`config.mk`:
```
export PLATFORM = sky130hd
export DESIGN_NAME = sfl_status
export DESIGN_NICKNAME = d
export VERILOG_FILES = /design/src/sfl_readme_none.sv /design/src/inc/sfl_pkg.sv /design/src/sfl_status.sv
export SDC_FILE = /design/constraint.sdc
export NUM_CORES = 1
export LEC_CHECK = 0
export BUFFER_PORTS_ARGS = -buffer_cell sky130_fd_sc_hd__buf_2
export CAP_MARGIN = 0
export CORE_ASPECT_RATIO = 2
export CORE_UTILIZATION = 46
export DETAILED_ROUTE_END_ITERATION = 8
export PLACE_DENSITY = 0.69
export RECOVER_POWER = 50
export REMOVE_ABC_BUFFERS = 1
export SLEW_MARGIN = 20
export SYNTH_ARGS = -nofsm -noshare
export SYNTH_HDL_FRONTEND = slang
export SYNTH_SLANG_ARGS = --single-unit
```
`constraint.sdc`:
```
create_clock -name sys_clk -period 2.1 [get_ports sys_clk]
set_input_delay 0.42 -clock sys_clk [delete_from_list [all_inputs] [get_ports sys_clk]]
set_output_delay 0.42 -clock sys_clk [all_outputs]
set_load 0.03 [all_outputs]
```
`src/sfl_readme_none.sv`:
```
// Companion note for the serial status flag block; all logic is in sfl_status
`default_nettype none
`default_nettype wire

```
`src/inc/sfl_pkg.sv`:
```
// Constants and types shared by the serial status flag block
`default_nettype none
package sfl_pkg;
  // ----------------------------------------------------------------
  // Register word indexes (byte address is four times the index)
  // ----------------------------------------------------------------
  localparam int          ADDR_W       = 3;
  localparam logic [2:0]  IDX_CTRL     = 3'h0;
  localparam logic [2:0]  IDX_STATUS   = 3'h3;
  localparam logic [2:0]  IDX_MATCH    = 3'h4;
  localparam logic [2:0]  IDX_DATA     = 3'h5;
  localparam logic [2:0]  IDX_INT_STAT = 3'h6;
  localparam logic [2:0]  IDX_INT_MASK = 3'h7;
  // ----------------------------------------------------------------
  // Status bit positions and reset values
  // ----------------------------------------------------------------
  localparam int          RXF_BIT      = 7;
  localparam int          MATCH_BIT    = 6;
  localparam int          TXE_BIT      = 5;
  localparam int          FAULT_BIT    = 4;
  localparam logic [3:0]  STAT_RSVD    = 4'h0;
  localparam logic [7:0]  BYTE_RST     = 8'h00;
  // ----------------------------------------------------------------
  // Interrupt bit positions
  // ----------------------------------------------------------------
  localparam int          INT_W        = 4;
  localparam int          INT_RX       = 0;
  localparam int          INT_MATCH    = 1;
  localparam int          INT_TXE      = 2;
  localparam int          INT_FAULT    = 3;
  // Last bit index of a frame
  localparam logic [2:0]  LAST_BIT     = 3'h7;
  // ----------------------------------------------------------------
  // Types
  // ----------------------------------------------------------------
  typedef struct packed {
    logic [4:0] spare;
    logic       master_select;
    logic       fault_detect_enable;
    logic       select_output_enable;
  } sfl_ctrl_t;
  typedef struct packed {
    logic ss_n;
    logic sck;
    logic mosi;
  } sfl_link_t;
  localparam sfl_link_t LINK_IDLE = 3'h4;
  typedef enum {BUS_IDLE, BUS_ACK} sfl_bus_t;
endpackage
`default_nettype wire

```
`src/sfl_status.sv`:
```
// Serial peripheral status flags with Avalon-MM register access
`default_nettype none
module sfl_status
  import sfl_pkg::*;
(
  input  wire logic        sys_clk,
  input  wire logic        rst,
  input  wire logic [2:0]  avs_address,
  input  wire logic        avs_read,
  input  wire logic        avs_write,
  input  wire logic [31:0] avs_writedata,
  output logic [31:0]      avs_readdata,
  output logic             avs_waitrequest,
  input  wire sfl_link_t   link_in,
  output logic             miso_o,
  output logic             miso_oe,
  output logic             irq
);
  // ----------------------------------------------------------------
  // Link synchronisers
  // ----------------------------------------------------------------
  sfl_link_t sync1_q;   // First stage, read only by second
  sfl_link_t sync2_q;   // Settled copy of the pins
  sfl_link_t sync3_q;   // Previous settled copy, for edges

  // Three stages; only the last two feed logic
  always_ff @(posedge sys_clk) begin
    if (rst) begin
      sync1_q <= LINK_IDLE;
      sync2_q <= LINK_IDLE;
      sync3_q <= LINK_IDLE;
    end else begin
      sync1_q <= link_in;
      sync2_q <= sync1_q;
      sync3_q <= sync2_q;
    end
  end

  wire logic sck_rise = sync2_q.sck & ~sync3_q.sck;
  wire logic sck_fall = ~sync2_q.sck & sync3_q.sck;
  wire logic ss_act   = ~sync2_q.ss_n;

  // ----------------------------------------------------------------
  // Bus handshake: one wait state per access
  // ----------------------------------------------------------------
  sfl_bus_t   bus_q;     // Handshake state
  sfl_bus_t   bus_d;     // Next handshake state
  logic [7:0] rdata_q;   // Read data captured in the wait cycle

  wire logic req    = avs_read | avs_write;
  wire logic accept = req & (bus_q == BUS_ACK);
  wire logic rd_acc = accept & avs_read;
  wire logic wr_acc = accept & avs_write;
  wire logic [7:0] wdata = avs_writedata[7:0];

  // Next state of the handshake
  always_comb begin
    case (bus_q)
      BUS_IDLE: bus_d = req ? BUS_ACK : BUS_IDLE;
      BUS_ACK:  bus_d = BUS_IDLE;
      default:  bus_d = BUS_IDLE;
    endcase
  end

  always_ff @(posedge sys_clk) begin
    if (rst) begin
      bus_q <= BUS_IDLE;
    end else begin
      bus_q <= bus_d;
    end
  end

  assign avs_waitrequest = req & (bus_q != BUS_ACK);
  assign avs_readdata    = {24'h000000, rdata_q};

  // Address decode
  wire logic sel_ctrl  = (avs_address == IDX_CTRL);
  wire logic sel_stat  = (avs_address == IDX_STATUS);
  wire logic sel_match = (avs_address == IDX_MATCH);
  wire logic sel_data  = (avs_address == IDX_DATA);
  wire logic sel_istat = (avs_address == IDX_INT_STAT);
  wire logic sel_imask = (avs_address == IDX_INT_MASK);

  // ----------------------------------------------------------------
  // Software registers
  // ----------------------------------------------------------------
  sfl_ctrl_t         ctrl_q;      // Mode and fault detection setup
  logic [7:0]        match_val_q; // Value compared with received data
  logic [INT_W-1:0]  int_mask_q;  // Interrupt enables

  // Plain storage registers
  always_ff @(posedge sys_clk) begin
    if (rst) begin
      ctrl_q      <= BYTE_RST;
      match_val_q <= BYTE_RST;
      int_mask_q  <= STAT_RSVD;
    end else begin
      if (wr_acc & sel_ctrl)  ctrl_q      <= wdata;
      if (wr_acc & sel_match) match_val_q <= wdata;
      if (wr_acc & sel_imask) int_mask_q  <= wdata[INT_W-1:0];
    end
  end

  // ----------------------------------------------------------------
  // Serial shifter (slave role)
  // ----------------------------------------------------------------
  logic [2:0] cnt_q;     // Bits received in this frame
  logic [7:0] sh_rx_q;   // Receive shift register
  logic [7:0] sh_tx_q;   // Transmit shift register, rotating
  logic [7:0] rx_buf_q;  // Receive buffer
  logic [7:0] tx_buf_q;  // Transmit buffer
  logic       tx_full_q; // Transmit buffer holds queued data
  logic       rx_done_q; // Completion one cycle late, for match

  // Only the slave role shifts; the master role only watches faults
  wire logic shifting = ss_act & ~ctrl_q.master_select;
  wire logic rx_done  = shifting & sck_rise & (cnt_q == LAST_BIT);
  wire logic [7:0] rx_next = {sh_rx_q[6:0], sync2_q.mosi};
  // Queued data moves when idle or at the end of a frame
  wire logic tx_move  = tx_full_q & (~ss_act | rx_done);
  // Seven turns on falls, the eighth at completion restores the byte
  wire logic tx_rot   = rx_done | (shifting & sck_fall & (cnt_q != 3'h0));

  // Shift on clock edges; rotation resends old data if none queued
  always_ff @(posedge sys_clk) begin
    if (rst) begin
      cnt_q    <= 3'h0;
      sh_rx_q  <= BYTE_RST;
      sh_tx_q  <= BYTE_RST;
      rx_buf_q <= BYTE_RST;
    end else begin
      if (!shifting) begin
        cnt_q <= 3'h0;
      end else if (sck_rise) begin
        cnt_q   <= cnt_q + 3'h1;
        sh_rx_q <= rx_next;
      end
      if (rx_done) rx_buf_q <= rx_next;
      if (tx_move) begin
        sh_tx_q <= tx_buf_q;
      end else if (tx_rot) begin
        // A load at completion wins, so new data is never turned
        sh_tx_q <= {sh_tx_q[6:0], sh_tx_q[7]};
      end
    end
  end

  // Pin outputs
  always_ff @(posedge sys_clk) begin
    if (rst) begin
      miso_o  <= 1'b0;
      miso_oe <= 1'b0;
    end else begin
      miso_o  <= sh_tx_q[7];
      miso_oe <= shifting;
    end
  end

  // ----------------------------------------------------------------
  // Status flags and their read-then-act arms
  // ----------------------------------------------------------------
  logic rxf_q,  rxf_arm_q;    // Receive-full and its arm
  logic mtf_q,  mtf_arm_q;    // Match flag and its arm
  logic txe_arm_q;            // Status read saw transmit empty
  logic mflt_q, mflt_arm_q;   // Mode fault and its arm

  // Arms come from the status value the read really returned
  wire logic stat_rd  = rd_acc & sel_stat;
  wire logic data_rd  = rd_acc & sel_data;
  wire logic data_wr  = wr_acc & sel_data;
  wire logic stat_wr  = wr_acc & sel_stat;

  wire logic rxf_clr  = data_rd & rxf_arm_q;
  wire logic mtf_evt  = rx_done_q & (rx_buf_q == match_val_q);
  wire logic mtf_clr  = stat_wr & wdata[MATCH_BIT] & mtf_arm_q;
  // A data write without the arm is ignored
  wire logic tx_load  = data_wr & txe_arm_q;
  wire logic fault    = ctrl_q.master_select
                      & ctrl_q.fault_detect_enable
                      & ~ctrl_q.select_output_enable & ss_act;
  wire logic mflt_clr = wr_acc & sel_ctrl & mflt_arm_q;

  // Set always wins over a clear in the same cycle
  always_ff @(posedge sys_clk) begin
    if (rst) begin
      rxf_q     <= 1'b0;
      mtf_q     <= 1'b0;
      mflt_q    <= 1'b0;
      tx_full_q <= 1'b0;
      rx_done_q <= 1'b0;
    end else begin
      rxf_q     <= rx_done | (rxf_q & ~rxf_clr);
      mtf_q     <= mtf_evt | (mtf_q & ~mtf_clr);
      mflt_q    <= fault | (mflt_q & ~mflt_clr);
      tx_full_q <= tx_load | (tx_full_q & ~tx_move);
      rx_done_q <= rx_done;
    end
  end

  // Arms are set by a status read and spent by the next action
  always_ff @(posedge sys_clk) begin
    if (rst) begin
      rxf_arm_q  <= 1'b0;
      mtf_arm_q  <= 1'b0;
      txe_arm_q  <= 1'b0;
      mflt_arm_q <= 1'b0;
      tx_buf_q   <= BYTE_RST;
    end else begin
      rxf_arm_q  <= (stat_rd & rdata_q[RXF_BIT])
                  | (rxf_arm_q & ~data_rd);
      mtf_arm_q  <= (stat_rd & rdata_q[MATCH_BIT])
                  | (mtf_arm_q & ~stat_wr);
      txe_arm_q  <= (stat_rd & rdata_q[TXE_BIT])
                  | (txe_arm_q & ~data_wr);
      mflt_arm_q <= (stat_rd & rdata_q[FAULT_BIT])
                  | (mflt_arm_q & ~(wr_acc & sel_ctrl));
      if (tx_load) tx_buf_q <= wdata;
    end
  end

  // Status byte; writes to it reach only the match clear
  wire logic [7:0] status_byte = {rxf_q, mtf_q, ~tx_full_q, mflt_q,
                                  STAT_RSVD};

  // ----------------------------------------------------------------
  // Interrupts
  // ----------------------------------------------------------------
  logic [INT_W-1:0] int_stat_q;  // Sticky event bits

  wire logic [INT_W-1:0] int_evt = {fault & ~mflt_q, tx_move,
                                    mtf_evt, rx_done};
  wire logic [INT_W-1:0] int_clr = (wr_acc & sel_istat)
                                 ? wdata[INT_W-1:0] : STAT_RSVD;

  // Write one to clear, new event wins
  always_ff @(posedge sys_clk) begin
    if (rst) begin
      int_stat_q <= STAT_RSVD;
      irq        <= 1'b0;
    end else begin
      int_stat_q <= int_evt | (int_stat_q & ~int_clr);
      irq        <= |(int_stat_q & int_mask_q);
    end
  end

  // ----------------------------------------------------------------
  // Read data: captured in the wait cycle, held for the accept edge
  // ----------------------------------------------------------------
  wire logic [7:0] rd_mux =
      sel_ctrl  ? ctrl_q :
      sel_stat  ? status_byte :
      sel_match ? match_val_q :
      sel_data  ? rx_buf_q :
      sel_istat ? {4'h0, int_stat_q} :
      sel_imask ? {4'h0, int_mask_q} : BYTE_RST;  // Unmapped reads 0

  always_ff @(posedge sys_clk) begin
    if (rst) begin
      rdata_q <= BYTE_RST;
    end else if (avs_read & (bus_q == BUS_IDLE)) begin
      rdata_q <= rd_mux;
    end
  end
endmodule // sfl_status
`default_nettype wire

```
# ---- Word level (Yosys, flattened, before mapping)
# Index checks and enable logic that the tools add are counted.
dict set report word_totals {
  regBits 117
  inputBits 42
  out_inout_bits 36
}
dict set report classes {
  n_addsub 1
  n_eq_ne 9
  muxes 10
  bitwise 75
  reduce_logical 9
}
# cell n
set op_table {}
lappend op_table {{32-bit zero test} 2}
lappend op_table {{8-bit two-way mux} 6}
lappend op_table {{1-bit bitwise AND} 43}
lappend op_table {{32-bit by 2-bit == test with 1-bit output, second input constant} 1}
lappend op_table {{32-bit by 2-bit inequality test with 1-bit output, second input constant} 1}
lappend op_table {{1-bit NOT} 17}
lappend op_table {{3-bit == test, second input constant} 5}
lappend op_table {{4-bit two-way mux} 3}
lappend op_table {{1-bit OR} 11}
lappend op_table {{4-bit bitwise AND} 2}
lappend op_table {{8-bit == test} 1}
lappend op_table {{4-bit NOT} 1}
lappend op_table {{4-bit OR} 1}
lappend op_table {{2-bit OR reduction} 2}
lappend op_table {{4-bit OR reduction} 1}
lappend op_table {{3-bit by 1-bit adder with 3-bit output, second input constant} 1}
lappend op_table {{3-bit by 2-bit == test with 1-bit output, second input constant} 1}
lappend op_table {{3-bit zero test} 1}
lappend op_table {{3-bit nonzero test} 1}
lappend op_table {{2-bit AND reduction} 1}
lappend op_table {{2-bit nonzero test} 1}
lappend op_table {{1-bit two-way mux} 1}

# ---- Logic depth before layout (Yosys ltp)
dict set report depth {
  ltp_word 9
  ltp_mapped 8
}

# ---- Least setup slack after synthesis
# OpenSTA, ideal clock, no wires.
dict set report synth_timing {
  path_type {flip-flop to flip-flop}
  start {reg cnt_q[0]}
  end {reg sh_tx_q[5]}
  setup_ns 0.124
  arrival_time_ns 1.586
  t_required_ns 1.976
  slack_ns 0.390
  stages_incl_launch_ff 8
  n_path_buf 1
  period_less_slack_ns 1.710
  cell_sequence {dfxtp_1 -> ha_1 -> ha_1 -> and4bb_2 -> o21a_1 -> buf_2 -> o31ai_1 -> a31oi_1}
}
dict set report synth_via {
  elab_chain_len 5
  word_cells_on_any_way 9
  cone_classes {eq/ne (1); mux (1); bitwise (5); reduce/logical (2)}
}
# element line
set synth_rtl {}
lappend synth_rtl {{from (decl)} sfl_status.sv:107} ;# logic [2:0] cnt_q;
lappend synth_rtl {{from (signal assigned)} sfl_status.sv:135} ;# cnt_q <= cnt_q + 3'h1;
lappend synth_rtl {{3-bit == test} sfl_status.sv:117} ;# wire logic rx_done = shifting & sck_rise & (cnt_q == LAST_BIT);
lappend synth_rtl {{1-bit bitwise AND} sfl_status.sv:117}
lappend synth_rtl {{1-bit OR} sfl_status.sv:120} ;# wire logic tx_move = tx_full_q & (~ss_act | rx_done);
lappend synth_rtl {{1-bit bitwise AND} sfl_status.sv:120}
lappend synth_rtl {{8-bit two-way mux / 2-bit nonzero test (equally long branches)} -}
lappend synth_rtl {{to (signal assigned)} sfl_status.sv:140} ;# sh_tx_q <= tx_buf_q;
lappend synth_rtl {{to (signal assigned)} sfl_status.sv:143} ;# sh_tx_q <= {sh_tx_q[6:0], sh_tx_q[7]};
lappend synth_rtl {{to (decl)} sfl_status.sv:109} ;# logic [7:0] sh_tx_q;
# Parallel ways exist; a longest one is shown, timed or not.
# A chain may end at the register's enable or synchronous reset.

# ---- Worst setup path in the final report
dict set report layout_timing {
  start {reg cnt_q[0]}
  end {reg sh_tx_q[6]}
}
# Same word-level chain as after synthesis.

==> results.md <==
* Status: finished clean
* CTS sink cnt at 86
* Seq cells post-synth at 86
* Post CTS Setup Buffer Count at 0
* Worst path cell trace: ha_1 -> ha_1 -> and4bb_2 -> o21a_1 -> o31ai_1 -> a31oi_1
* Most common cell after layout, fill and taps aside: dfxtp_1
* Later-pin clock latency in the skew report at 0.34 ns
* Sw Pwr at 800 µW
* WP buf/inv at 0
* GRT Resource Usage Total at 22.0%
* Critical path required time at 2.31 ns
* Final Core Density at 52.5%
* TritonCTS buffer count at 9
* Die width at 66.5 µm
* CTS tree: done
* Vias in the first global route at 2943
* CTS max path bufs at 2
* Grt peak-use layer: met2
* Flop-to-flop setup slack at 0.15 ns
* Num ports at 78
* Die H at 131 µm
* Row count at 46
* PortBufs at 29
* Post-Place Cells at 554
* Final period util at 92.8%
* Non-filler instance count after layout at 570
* Top delay family on crit path: compound AO/OA/AOI/OAI gates
* Power Density at 790 nW/µm²
* Post-Syn Instances at 445
* Pin count of the biggest net entering global routing at 25
* Final WL at 8600 µm
* Initial Util at 47.9%
* Core area at 8000 µm²
* Setup violators final at 0
* Routed via count at 3075
* Hold_ws at 0.266 ns
* Residual DRC at 0
* Clock share of power at 42.0%
* Ant diodes at 0
* Post-CTS Resized at 0
* Critical Path End Type: flop
* Initial antenna violation count at 0
* Global-route wire length before repair at 14200 µm
* Worst slew pin tran at 0.846 ns
* FF-to-FF End: sh_tx_q[6]$_SDFFE_PP0P_
* VDD IR max at 0.442 mV
* Hold Vio Cnt, Final at 0
* Final-stage net count at 514
* Commonest cells after routing, fill and taps aside: 86 x dfxtp_1, 79 x nand2_1, 46 x a21oi_1
* MaxCap Viol Count at 0
* Hold-fix buffers at CTS at 0
* GR Util met1 at 22.3%
* Internal at 2.51 mW
* Grt met3 use at 4.58%
* Initial detailed-routing violation count at 155
* Lkg Pwr at 1.65 nW
* Crit path top cell by count: ha_1
* Vias/cell at 5.39
* Mapped cell area at 3830 µm²
* Ys Warns at 0
* Comb pwr share at 7.7%
* Library cells used by synthesis at 53
* Fill cells at 774
* Syn avg cell area at 8.61 µm²
* CP startpoint: cnt_q[0]$_SDFFE_PP0N_
* Setup TNS Final at 0 ns
* Highest Clock Rate at 513 MHz
* CTS clock-pin slew for the worst setup and hold paths at 0.06 ns
* Full die area at 8720 µm²
* Pwr Total at 3.31 mW
* H-tree Lvls at 3
* RePlAce Congestion at 0.898
* Post-DP HPWL at 6470 µm
* Pre-Repair DR Iteration Count at 4
* Area Overhead vs Synth at 9.50%
* Wire per inst at 15.1 µm
* Clk_skew at 0.00606 ns
* Arrival @ worst endpoint at 2.16 ns
* Slew headroom at 43.6%
* CP peak stage delay at 0.37 ns
* Fin. max-slew vios at 0
* CP Max Fanout at 16
* FF-to-FF path depth at 6
* Routing usage on met2 at 39.3%
* CP Capture Point: sh_tx_q[6]$_SDFFE_PP0P_
* Crit Path Class: reg -> reg
* Sw frac at 24.1%
* Seq pwr share at 50.4%
* Antenna Nets Post-Route at 0
* Crit start category: flop
* Crit-path slowest cell: o21a_1
* RSZ-0062 raised after global routing: false
* Reg2reg start: cnt_q[0]$_SDFFE_PP0N_
* Min cycle time layout at 1.95 ns
* Global route overflow at 0
* Ratio of cells with drive above 1 in the final layout at 11.8%
* CP Depth at 6
* Sequential share of the synthesized area at 44.9%
* Root buf cell: clkbuf_16
* Hold Path Class: in -> reg
-- final cells by class --
cell class,count,area (µm²),share of cell area (%)
well taps,96,120,2.86
multi-input cells,317,1830,43.6
inverters,12,45.0,1.07
clock buffers,12,236,5.64
clock inverters,4,23.8,0.566
repair buffers,43,220,5.25
flip-flops and latches,86,1720,41.0
-- layer usage --
| layer | share of wire, % | up-vias | wire length, µm |
|---|---|---|---|
| li1 | - | 1529 | - |
| met1 | 37 | 1447 | 3210 |
| met2 | 56 | 78 | 4790 |
| met3 | 2.7 | 21 | 228 |
| met4 | 4.2 | 0 | 363 |
| met5 | 0 | - | 0 |
-- cell usage after synthesis, drive strengths merged --
library cell | instances | area [µm²]
o31ai | 8 | 60.1
nand2b | 5 | 33.8
or2 | 2 | 12.5
or4bb | 1 | 11.3
buf | 33 | 246
nor2b | 8 | 50.1
o21bai | 2 | 15.0
ha | 3 | 37.5
a31oi | 8 | 50.1
nand3b | 5 | 37.5
nor4b | 2 | 32.5
a21oi | 46 | 230
o21ai | 10 | 53.8
a211oi | 1 | 7.51
a221oi | 4 | 35.0
nand4 | 3 | 18.8
nand3 | 13 | 65.1
a21o | 2 | 15.0
dfxtp | 86 | 1720
nor2 | 30 | 115
mux2i | 14 | 140
and3 | 2 | 12.5
nand4b | 1 | 8.76
mux2 | 1 | 11.3
or3 | 3 | 20.0
o2bb2ai | 1 | 8.76
nor3 | 6 | 30.0
o2111ai | 3 | 26.3
a22o | 1 | 10.0
nor4 | 1 | 6.26
a22oi | 7 | 52.6
o21a | 1 | 7.51
and4bb | 1 | 12.5
and3b | 2 | 17.5
inv | 12 | 45.0
clkbuf | 20 | 76.3
nand2 | 79 | 297
xor2 | 7 | 61.3
or3b | 1 | 8.76
conb | 1 | 3.75
mux4 | 4 | 90.1
xnor2 | 2 | 17.5
and2 | 3 | 20.0
-- sequential cells by signal (all words and copies together) (netlist names), 7 cells and up --
register	flops
ctrl_q	8
rdata_q	8
tx_buf_q	8
sh_rx_q	7
rx_buf_q	8
match_val_q	8
sh_tx_q	8
-- through the flow --
step | worst slack [ns] | area (µm²)
finish | 0.151 | 4200
global route | 0.0197 | 4200
CTS | 0.161 | 4230
detailed placement | 0.194 | 3970
global placement | 0.250 | 3970
floorplan | 0.447 | 3600
-- how the worst min path moves through the flow --
stage,cells after the start,slack [ns],startpoint,end
after floorplan,1,0.39,sync1_q[2]$_SDFF_PP1_,sync2_q[2]$_SDFF_PP1_
after global placement,1,0.39,sync1_q[2]$_SDFF_PP1_,sync2_q[2]$_SDFF_PP1_
after detailed placement,1,0.40,sync1_q[2]$_SDFF_PP1_,sync2_q[2]$_SDFF_PP1_
after CTS,2,0.26,link_in[2],sync1_q[2]$_SDFF_PP1_
after global routing,2,0.26,link_in[2],sync1_q[2]$_SDFF_PP1_
final,2,0.27,link_in[2],sync1_q[2]$_SDFF_PP1_
-- power by group through the flow --
stage	sequential (mW)	clock, mW	combinational, mW
after floorplan	1.72	0	0.128
after global placement	1.70	0	0.257
after detailed placement	1.70	0	0.259
after CTS	1.67	1.43	0.259
after global routing	1.67	1.48	0.278
final	1.67	1.39	0.254
-- kinds of logic after synthesis --
| family | after synthesis | synth area share (%) |
|---|---|---|
| AND/OR/NAND/NOR | 168 | 21.1 |
| AO/OA/AOI/OAI | 94 | 14.9 |
| flip-flops | 86 | 44.9 |
| buffers and inverters | 65 | 9.60 |
| multiplexers | 19 | 6.30 |
| XOR/XNOR | 9 | 2.06 |
| adder cells (fa/ha/maj) | 3 | 0.980 |
| other | 1 | 0.0978 |
No activity file was read; power rests on OpenSTA's default activity.
